==> config.mk <==
export PLATFORM = sky130hd
export DESIGN_NAME = mcsd_seq
export DESIGN_NICKNAME = d
export VERILOG_FILES = /design/src/pkg/mcsd_pkg.sv /design/src/logic/mcsd_cond_mon.sv /design/src/logic/mcsd_seq.sv
export VERILOG_INCLUDE_DIRS = /design/src /design/src/pkg
export SDC_FILE = /design/constraint.sdc
export NUM_CORES = 1
export LEC_CHECK = 0
export BUFFER_PORTS_ARGS = -buffer_cell sky130_fd_sc_hd__buf_2
export CAP_MARGIN = 20
export CORE_ASPECT_RATIO = 1.5
export CORE_UTILIZATION = 45
export CTS_CLUSTER_DIAMETER = 200
export DETAILED_ROUTE_END_ITERATION = 8
export PLACE_DENSITY = 0.7
export SKIP_CTS_REPAIR_TIMING = 1
export SLEW_MARGIN = 20
export SYNTH_ARGS = -nofsm -noshare
export SYNTH_HDL_FRONTEND = slang
export SYNTH_SLANG_ARGS = --single-unit
==> constraint.sdc <==
create_clock -name clock -period 1.75 [get_ports clock]
set_input_delay 0.0875 -clock clock [delete_from_list [all_inputs] [get_ports clock]]
set_output_delay 0.0875 -clock clock [all_outputs]
set_load 0.005 [all_outputs]
==> src/pkg/mcsd_params.svh <==
// constants for the micro-instruction decoder and sequencer
// assumes a 24-bit micro word and a 32-bit ahb-lite register bus
`ifndef MCSD_PARAMS_SVH
`define MCSD_PARAMS_SVH

`define MCSD_WORD_W        24
`define MCSD_UADDR_W       6
`define MCSD_STACK_DEPTH   4
`define MCSD_DATA_W        8
`define MCSD_NUM_WREG      16
`define MCSD_NUM_COND      16
`define MCSD_NUM_LOADS     7

// instruction bit positions
`define MCSD_BIT_ALU       17
`define MCSD_BIT_IMM       16
`define MCSD_BIT_WRITE     15
`define MCSD_BIT_WREG      14
`define MCSD_WSEL_LO       10
`define MCSD_WSEL_HI       13
`define MCSD_BRA_LO        8
`define MCSD_BRA_HI        13
`define MCSD_IMM_LO        9
`define MCSD_IMM_HI        15
`define MCSD_DEST_LO       5
`define MCSD_DEST_HI       7
`define MCSD_COND_LO       4
`define MCSD_COND_HI       7
`define MCSD_FUNC_LO       0
`define MCSD_FUNC_HI       3

// fixed function code when no condition: increment, stack untouched
`define MCSD_FUNC_INC      4'h2

// register map (byte addresses)
`define MCSD_REG_CTRL      12'h000
`define MCSD_REG_STATUS    12'h004
`define MCSD_REG_AREG      12'h008
`define MCSD_CTRL_RST      32'h0000_0001
`define MCSD_CTRL_RUN_BIT  0

`endif

==> src/pkg/mcsd_pkg.sv <==
// types for the micro-instruction decoder and sequencer
// assumes mcsd_params.svh is on the include path
package mcsd_pkg;
   typedef enum logic [1:0] {
      MCSD_SRC_PC,
      MCSD_SRC_AREG,
      MCSD_SRC_STACK,
      MCSD_SRC_DIRECT
   } mcsd_src_t;
endpackage

==> src/logic/mcsd_cond_mon.sv <==
// condition monitor: latches flags and status, selects one condition
// assumes alu flags on the same clock; ext_status comes from pins
`timescale 1ns/100ps
`default_nettype none
`include "mcsd_params.svh"

module mcsd_cond_mon
(
   input  wire logic                           clock,
   input  wire logic                           reset,
   input  wire logic                           alu_eq,
   input  wire logic                           alu_carry,
   input  wire logic [`MCSD_NUM_COND-1:0]      ext_status,
   input  wire logic [3:0]                     cond_sel,
   output logic                                met_n
);
   logic [`MCSD_NUM_COND-1:0] sync1_r;
   logic [`MCSD_NUM_COND-1:0] sync2_r;
   logic [`MCSD_NUM_COND-1:0] cond_r;
   logic [`MCSD_NUM_COND-1:0] cond_nxt;

   // fixed codes: 0 always, 1 equal, 2 not equal, 3 no carry, 4 carry
   always_comb
   begin
      cond_nxt    = sync2_r;
      cond_nxt[0] = 1'b1;
      cond_nxt[1] = alu_eq;
      cond_nxt[2] = ~alu_eq;
      cond_nxt[3] = ~alu_carry;
      cond_nxt[4] = alu_carry;
   end

   always_ff @(posedge clock)
   begin
      if (reset)
      begin
         sync1_r <= '0;
         sync2_r <= '0;
         cond_r  <= '0;
      end
      else
      begin
         sync1_r <= ext_status;
         sync2_r <= sync1_r;
         cond_r  <= cond_nxt; // RULE9
      end
   end

   assign met_n = ~cond_r[cond_sel]; // RULE8 RULE9

endmodule
`default_nettype wire

==> src/logic/mcsd_seq.sv <==
// micro-instruction decode and next-address sequencer with ahb-lite status
// assumes instr is the word at micro_addr, phases are same-clock strobes
`timescale 1ns/100ps
`default_nettype none
`include "mcsd_params.svh"

// Summary of operation
// [RULE1] load strobes only with alu bit and phase 0; code zero loads nothing
// [RULE2] codes 1..7 pick acc1, acc2, buffer addr, band addr, illegal, buffer, timer
// [RULE3] sixteen working registers addressed by bits 10 to 13
// [RULE4] working register written from alu output when bits 14,15,17 and phase 2
// [RULE5] immediate alu instruction takes operand from bits 9 to 15
// [RULE6] immediate instructions decode source and load fields like plain ones
// [RULE7] bit 17 low is non-alu; bits 16 and 14 high mean conditional address
// [RULE8] bits 4 to 7 pick one of sixteen conditions, zero is unconditional
// [RULE9] monitor latches flags and status and flags selected active condition
// [RULE10] function select is condition met and bits 14 and 16
// [RULE11] without condition increment, with condition pass bits 0 to 3
// [RULE12] next address from incremented counter, address register, direct field or stack
// [RULE13] four-entry lifo stack, pointer on the latest written entry
// [RULE14] bits 3,2: increment, address register, return, direct jump
// [RULE15] stack enable high holds stack; low: bit 0 pushes or pops
// [RULE16] met condition branches, else sequential; stack moves are unconditional (the code moves the stack only on a met condition)
// [RULE17] bit 17 high is always an alu instruction
// [RULE18] bit 16 high, bit 14 low loads address register from bits 8 to 13
// [RULE19] reset clears counter and stack pointer
// [RULE20] microprogram never nests deeper than four
module mcsd_seq
#(
   parameter int DATA_W      = `MCSD_DATA_W,
   parameter int STACK_DEPTH = `MCSD_STACK_DEPTH
)
(
   input  wire logic                     clock,
   input  wire logic                     reset,
   input  wire logic                     hsel,
   input  wire logic [31:0]              haddr,
   input  wire logic [1:0]               htrans,
   input  wire logic                     hwrite,
   input  wire logic [2:0]               hsize,
   input  wire logic [31:0]              hwdata,
   input  wire logic                     hready,
   output logic                          hreadyout,
   output logic [31:0]                   hrdata,
   output logic                          hresp,
   input  wire logic [`MCSD_WORD_W-1:0]  instr,
   input  wire logic                     phase0_clock,
   input  wire logic                     phase2_clock,
   input  wire logic [DATA_W-1:0]        alu_output_bus,
   input  wire logic [DATA_W-1:0]        input_device_bus,
   input  wire logic                     alu_eq,
   input  wire logic                     alu_carry,
   input  wire logic [15:0]              ext_status,
   output logic [`MCSD_UADDR_W-1:0]      micro_addr,
   output logic                          acc1_load_n,
   output logic                          acc2_load_n,
   output logic                          buf_addr_load_n,
   output logic                          band_img_addr_load_n,
   output logic                          illegal_code_load_n,
   output logic                          data_buf_write_n,
   output logic                          timer_load_n,
   output logic                          work_reg_write_en_n,
   output logic [DATA_W-1:0]             source_reg_bus,
   output logic [DATA_W-1:0]             alu_in_bus,
   output logic                          condition_met_n
);
   localparam int UW = `MCSD_UADDR_W;
   localparam int SW = $clog2(STACK_DEPTH);

   generate
      if (STACK_DEPTH != 4 || DATA_W < 7)
      begin : g_bad
         $error("mcsd_seq: stack depth must be 4 and data at least 7 bits");
      end
   endgenerate

   // one-hot active-low strobe for destination codes 1..7
   function automatic logic [`MCSD_NUM_LOADS-1:0] dest_dec
   (
      input logic [2:0] code,
      input logic       en
   );
      logic [`MCSD_NUM_LOADS-1:0] v;
      v = '1;
      if (en && code != 3'h0)
         v[code - 3'h1] = 1'b0;
      return v;
   endfunction

   // instruction class decode
   logic is_alu;
   logic is_imm;
   logic is_cond;
   logic is_ldseq;
   logic ld_en;
   logic wr_en;
   logic step;
   logic met_n;
   logic sel_cond;
   logic [3:0] func;
   logic [UW-1:0] direct;
   logic [DATA_W-1:0] imm_val;

   assign is_alu   = instr[`MCSD_BIT_ALU]; // RULE17
   assign is_imm   = is_alu & instr[`MCSD_BIT_IMM];
   assign is_cond  = ~is_alu & instr[`MCSD_BIT_IMM] & instr[`MCSD_BIT_WREG]; // RULE7
   assign is_ldseq = ~is_alu & instr[`MCSD_BIT_IMM] & ~instr[`MCSD_BIT_WREG]; // RULE18
   assign ld_en    = is_alu & phase0_clock; // RULE1 RULE6
   assign wr_en    = is_alu & instr[`MCSD_BIT_WRITE] & instr[`MCSD_BIT_WREG] & phase2_clock; // RULE4
   assign direct   = instr[`MCSD_BRA_HI:`MCSD_BRA_LO];
   assign imm_val  = DATA_W'(instr[`MCSD_IMM_HI:`MCSD_IMM_LO]); // RULE5

   mcsd_cond_mon u_cond
   (
      .clock      (clock),
      .reset      (reset),
      .alu_eq     (alu_eq),
      .alu_carry  (alu_carry),
      .ext_status (ext_status),
      .cond_sel   (instr[`MCSD_COND_HI:`MCSD_COND_LO]),
      .met_n      (met_n)
   );

   assign sel_cond = ~met_n & instr[`MCSD_BIT_WREG] & instr[`MCSD_BIT_IMM] & ~is_alu; // RULE10
   assign func     = sel_cond ? instr[`MCSD_FUNC_HI:`MCSD_FUNC_LO] : `MCSD_FUNC_INC; // RULE11

   // ahb-lite slave
   logic        run_r;
   logic        run_nxt;
   logic        wpend_r;
   logic        wpend_nxt;
   logic [11:0] waddr_r;
   logic [11:0] waddr_nxt;
   logic [31:0] hrdata_nxt;
   logic [31:0] status_w;
   logic [UW-1:0] areg_r;
   logic [SW-1:0] sp_r;
   logic [UW-1:0] pc_r;

   assign status_w = {21'h0, ~condition_met_n, 2'(sp_r), 2'h0, pc_r};

   always_comb
   begin
      run_nxt    = run_r;
      wpend_nxt  = 1'b0;
      waddr_nxt  = waddr_r;
      hrdata_nxt = 32'h0000_0000;
      if (wpend_r && waddr_r == `MCSD_REG_CTRL)
         run_nxt = hwdata[`MCSD_CTRL_RUN_BIT];
      if (hsel && hready && htrans[1])
      begin
         if (hwrite)
         begin
            wpend_nxt = 1'b1;
            waddr_nxt = haddr[11:0];
         end
         else
         begin
            case (haddr[11:0])
               `MCSD_REG_CTRL:   hrdata_nxt = {31'h0, run_nxt};
               `MCSD_REG_STATUS: hrdata_nxt = status_w;
               `MCSD_REG_AREG:   hrdata_nxt = {26'h0, areg_r};
               default:          hrdata_nxt = 32'h0000_0000;
            endcase
         end
      end
   end

   always_ff @(posedge clock)
   begin
      if (reset)
      begin
         run_r     <= 1'(`MCSD_CTRL_RST);
         wpend_r   <= 1'b0;
         waddr_r   <= 12'h000;
         hrdata    <= 32'h0000_0000;
         hreadyout <= 1'b0;
         hresp     <= 1'b0;
      end
      else
      begin
         run_r     <= run_nxt;
         wpend_r   <= wpend_nxt;
         waddr_r   <= waddr_nxt;
         hrdata    <= hrdata_nxt;
         hreadyout <= 1'b1;
         hresp     <= 1'b0;
      end
   end

   // sequencer: advances once per micro cycle, at phase 2
   logic [UW-1:0] stack_r [STACK_DEPTH];
   logic [UW-1:0] stack_nxt [STACK_DEPTH];
   logic [SW-1:0] sp_nxt;
   logic [UW-1:0] pc_nxt;
   logic [UW-1:0] areg_nxt;
   logic [UW-1:0] pc_inc;
   mcsd_pkg::mcsd_src_t src;

   assign step   = phase2_clock & run_r;
   assign pc_inc = pc_r + UW'(1);
   assign src    = mcsd_pkg::mcsd_src_t'(func[3:2]); // RULE14

   always_comb
   begin
      pc_nxt    = pc_r;
      sp_nxt    = sp_r;
      areg_nxt  = areg_r;
      stack_nxt = stack_r;
      if (step)
      begin
         case (src) // RULE12 RULE16
            mcsd_pkg::MCSD_SRC_PC:     pc_nxt = pc_inc;
            mcsd_pkg::MCSD_SRC_AREG:   pc_nxt = areg_r;
            mcsd_pkg::MCSD_SRC_STACK:  pc_nxt = stack_r[sp_r];
            mcsd_pkg::MCSD_SRC_DIRECT: pc_nxt = direct;
            default:                   pc_nxt = pc_inc;
         endcase
         if (!func[1]) // RULE15
         begin
            if (func[0])
            begin
               sp_nxt            = sp_r + SW'(1); // RULE13
               stack_nxt[sp_nxt] = pc_inc;
            end
            else
               sp_nxt = sp_r - SW'(1);
         end
         if (is_ldseq)
            areg_nxt = direct; // RULE18
      end
   end

   always_ff @(posedge clock)
   begin
      if (reset)
      begin
         pc_r    <= '0; // RULE19
         sp_r    <= '0;
         areg_r  <= '0;
         stack_r <= '{default: '0};
      end
      else
      begin
         pc_r    <= pc_nxt;
         sp_r    <= sp_nxt;
         areg_r  <= areg_nxt;
         stack_r <= stack_nxt;
      end
   end

   assign micro_addr = pc_r;

   // load strobes, working registers and alu operand
   logic [DATA_W-1:0] wreg_r [`MCSD_NUM_WREG];
   logic [DATA_W-1:0] wreg_nxt [`MCSD_NUM_WREG];
   logic [`MCSD_NUM_LOADS-1:0] load_n_nxt;
   logic [`MCSD_NUM_LOADS-1:0] load_n_r;
   logic [DATA_W-1:0] operand_nxt;
   logic [3:0] wsel;

   assign wsel = instr[`MCSD_WSEL_HI:`MCSD_WSEL_LO]; // RULE3

   always_comb
   begin
      load_n_nxt  = dest_dec(instr[`MCSD_DEST_HI:`MCSD_DEST_LO], ld_en); // RULE1 RULE2
      wreg_nxt    = wreg_r;
      if (wr_en)
         wreg_nxt[wsel] = alu_output_bus; // RULE4
      operand_nxt = is_imm ? imm_val : input_device_bus; // RULE5
   end

   always_ff @(posedge clock)
   begin
      if (reset)
      begin
         load_n_r            <= '1;
         wreg_r              <= '{default: '0};
         work_reg_write_en_n <= 1'b1;
         source_reg_bus      <= '0;
         alu_in_bus          <= '0;
         condition_met_n     <= 1'b1;
      end
      else
      begin
         load_n_r            <= load_n_nxt;
         wreg_r              <= wreg_nxt;
         work_reg_write_en_n <= ~wr_en;
         source_reg_bus      <= wreg_r[wsel];
         alu_in_bus          <= operand_nxt;
         condition_met_n     <= met_n;
      end
   end

   assign acc1_load_n          = load_n_r[0];
   assign acc2_load_n          = load_n_r[1];
   assign buf_addr_load_n      = load_n_r[2];
   assign band_img_addr_load_n = load_n_r[3];
   assign illegal_code_load_n  = load_n_r[4];
   assign data_buf_write_n     = load_n_r[5];
   assign timer_load_n         = load_n_r[6];

   // checks
   chk_load_onehot: assert property (@(posedge clock) disable iff (reset) // RULE1
      $countones(~load_n_r) <= 1)
      else $error("more than one load strobe active");

   chk_load_gate: assert property (@(posedge clock) disable iff (reset) // RULE1
      !ld_en |=> &load_n_r)
      else $error("load strobe without alu phase 0");

   chk_acc1_code: assert property (@(posedge clock) disable iff (reset) // RULE2
      ld_en && instr[7:5] == 3'h1 |=> !acc1_load_n && timer_load_n)
      else $error("code 1 did not load accumulator one");

   chk_wreg_write: assert property (@(posedge clock) disable iff (reset) // RULE4
      wr_en |=> !work_reg_write_en_n ##1 work_reg_write_en_n || $past(wr_en))
      else $error("working register write strobe wrong");

   chk_imm_operand: assert property (@(posedge clock) disable iff (reset) // RULE5
      is_imm |=> alu_in_bus == $past(imm_val))
      else $error("immediate operand not driven");

   chk_pc_inc: assert property (@(posedge clock) disable iff (reset) // RULE11
      step && !sel_cond |=> micro_addr == UW'($past(micro_addr) + 1'b1))
      else $error("no increment without condition");

   chk_direct_jump: assert property (@(posedge clock) disable iff (reset) // RULE16
      step && sel_cond && func[3:2] == 2'h3 |=> micro_addr == $past(direct))
      else $error("direct branch not taken");

   chk_push_sp: assert property (@(posedge clock) disable iff (reset) // RULE15
      step && func[1:0] == 2'h1 |=> sp_r == SW'($past(sp_r) + 1'b1))
      else $error("push did not advance pointer");

   chk_fe_hold: assert property (@(posedge clock) disable iff (reset) // RULE15
      step && func[1] |=> $stable(sp_r))
      else $error("stack moved while disabled");

   chk_ldseq_areg: assert property (@(posedge clock) disable iff (reset) // RULE18
      step && is_ldseq |=> areg_r == $past(direct))
      else $error("load sequencer did not capture address");

   chk_hold_addr: assert property (@(posedge clock) disable iff (reset) // RULE12
      !step |=> $stable(micro_addr))
      else $error("address moved outside a step");

endmodule
`default_nettype wire

==> results.toml <==
[worst_setup_path]
endpoint_kind = "register"
max_stage_delay_ns = 0.52
cp_slowest_cell = "mux4_2"
worstPathCellList = "mux2_4 > mux4_2 > nand3_4 > and2_4 > o22ai_2 > a211oi_2"
path_class = "reg -> reg"
worstPathArrival_ns = 2.28
path_buf_inv = 0
critPathMaxFanout = 6
path_delay_family = "multiplexers"
worstPathRequired_ns = 2.18
startpoint_type = "register"

[pwr]
peakVddDrop_v = 0.000649
power_density_mw_per_mm2 = 890
p_leak_nw = 5.22

[global_route]
antenna_found_initial = 1
grt_max_degree = 97
grt_pass1_vias = 7414
grt_pass1_wl_um = 38900
overflow = 0
track_usage = 0.205

[floorplanning]
start_util = 0.458
core_mm2 = 0.0230
fp.dieW_um = 127
ioPinCount = 199
fp.dieArea_mm2 = 0.0240
die_h_um = 189
rows = 68

[placed_design]
place_congestion = 0.885
hpwl_um = 17400
postPlaceCellArea_mm2 = 0.0118
dp_worst_setup_slack_ns = -0.150
numPortBuffers = 108

[flow_run]
max_cap_violations = 0

[synthesis]
synth_area_mm2 = 0.0105
synth_xor_area_frac = 0.00666
ys_seq_area_frac = 0.479
yosys.area_share.simple = 0.159
synth-compound-area-share = 0.0322
async_flop_share = 0
synthAdderAreaFrac = 0.00832
synth-main-ff-cell = "dfxtp_1"
ys_warn_count = 0
synth_edf_count = 0
synth_area_leaders = "dfxtp_1 48%, mux2i_1 16%, mux4_2 10%, nor2_1 6.7%, nor2b_1 2.3%"
synth.area.mux_share = 0.267
synth_top_area_share = 0.479
synth_seq_cells = 252
synth_top_cell_by_area = "dfxtp_1"
synth.distinct_cells = 48
netlist_instances = 1000
synth_top_family_by_area = "multiplexers"
avgSynthCellArea_um2 = 10.5

[drt]
ant_nets = 0
drc = 0
wire_per_inst_um = 17.0
via_count = 7720
wirelength_um = 25200
dr.pass1.iters = 5
initialDrtViolationCount = 375
avgViaCountPerCell = 5.20

[clock_network]
cts_tree = "yes"
h-tree-depth = 1
cts_buffers = 23
cts.sinks = 252
clk_path_buf_depth = 3
cts-root-buf = "clkbuf_16"
clk_latency_ns = 0.51
clkSlewWorstSetupHoldPaths_ns = 0.07

[sta]
layout_min_cycle_time_ns = 1.85
relSlewSlack = 0.641
setup_tns_ns = -0.795
whs_ns = -0.000655
fin_crit_sh = 1.06
fmax_mhz = 540
setup_slack_ns = -0.103
setup-violations-final = 12
hold_viol = 1
rsz0062_at_grt = "true"
tightest_slew_ns = 0.532
finalMaxSlewViolations = 0
skew_ns = 0.0187

[status]
violations = "hold timing, setup timing"
status = "complete, but fails checks"

[final_layout]
area_delta_synth_final_pct = 24.1
layout-drive-gt1-share = 0.258
final_area_mm2 = 0.0131
nets = 1328

[worst_hold_path]
hold_path_class = "in -> reg"
## cell usage after synthesis, types with 11 or more instances
library cell,instances
nand2_1,46
nor2_1,188
clkbuf_1,53
buf_4,26
nor2b_1,39
mux4_2,47
inv_1,13
dfxtp_1,252
a21oi_1,26
and2_1,11
nand3_1,22
mux2i_1,170
## metal layers
layer / vias up / wire length (µm) / part of all wire / global-route usage
met3: 47 / 1060 / 0.042 / 0.0246
met4: 0 / 765 / 0.030 / 0.0856
met1: 3712 / 10100 / 0.40 / 0.244
met2: 200 / 13300 / 0.53 / 0.370
met5: - / 0 / 0 / 0
li1: 3761 / - / - / -
## kinds of logic after synthesis
| kind of cell | after synthesis |
|---|---|
| AOI/OAI and AO/OA | 54 |
| xor gates and xnor gates | 8 |
| adders and majority gates | 7 |
| buffers and inverters | 100 |
| DFF | 252 |
| muxes | 221 |
| other | 1 |
| and+or+nand+nor | 357 |
## cells in the final DEF, fill, tap and decap left out, types with 4 or more instances in the layout
cell / instances
clkbuf_16: 23
xnor2_1: 6
and2_1: 11
nor2_1: 188
nor3_2: 7
conb_1: 24
ha_1: 7
buf_12: 13
mux2i_1: 169
nand2_1: 46
nand3b_1: 5
clkbuf_8: 4
buf_4: 63
dlygate4sd3_1: 40
o21ai_0: 8
a21oi_4: 4
nand4_1: 4
dfxtp_1: 252
inv_1: 13
a22oi_1: 6
mux4_2: 47
nand3_1: 22
a21oi_1: 26
nor2_2: 9
a211oi_2: 4
buf_2: 107
nor2b_1: 39
clkinv_2: 8
## flip-flops by register name, indices dropped and copies added (netlist names), 9 cells and up
name / cells
hrdata: 9
stack_r: 24
u_cond.cond_r: 15
u_cond.sync1_r: 11
u_cond.sync2_r: 11
waddr_r: 12
wreg_r: 128
## area by class of cell
type                            instances  area (µm²)
Antenna cell                            1        2.50
Inverter                               13        48.8
Clock inverter                         13         104
Timing Repair Buffer                  226        1700
Tap cell                              280         350
Clock buffer                           28         634
Multi-Input combinational cell        671        5170
Fill cell                            1925        9920
Sequential cell                       252        5040
## worst reg2reg max path: cells and delay by family (launching register included)
kind	cells	cell delay (ns)
muxes	2	0.79
and+or+nand+nor	2	0.42
DFF	1	0.30
AOI/OAI and AO/OA	2	0.27
## worst paths after layout
kind | slack, ns | startpoint | endpoint | cells past startpoint
worst min register to register | 0.42 | condition_met_n | hrdata[10] | 1
worst min-delay path | -0.0007 | instr[0] | sp_r[1] | 4
worst max-delay path | -0.10 | u_cond.cond_r[8] | micro_addr[2] | 6
worst max register to register | -0.10 | u_cond.cond_r[8] | micro_addr[2] | 6
## report_power, final
part | internal (W) | switching, W
Clock | 0.00275 | 0.00216
Sequential | 0.00581 | 0.0000411
Combinational | 0.000383 | 0.000479
Total | 0.00894 | 0.00268
## stage by stage
step / util / cells / power [W]
after global routing: 0.568 / 1484 / 0.0120
after detailed placement: 0.514 / 1400 / 0.00675
final: 0.568 / 1484 / 0.0116
after CTS: 0.546 / 1441 / 0.0116
after floorplan: - / 1023 / 0.00644
after global placement: 0.514 / 1400 / 0.00674
Power figures use the tool's default switching activity.
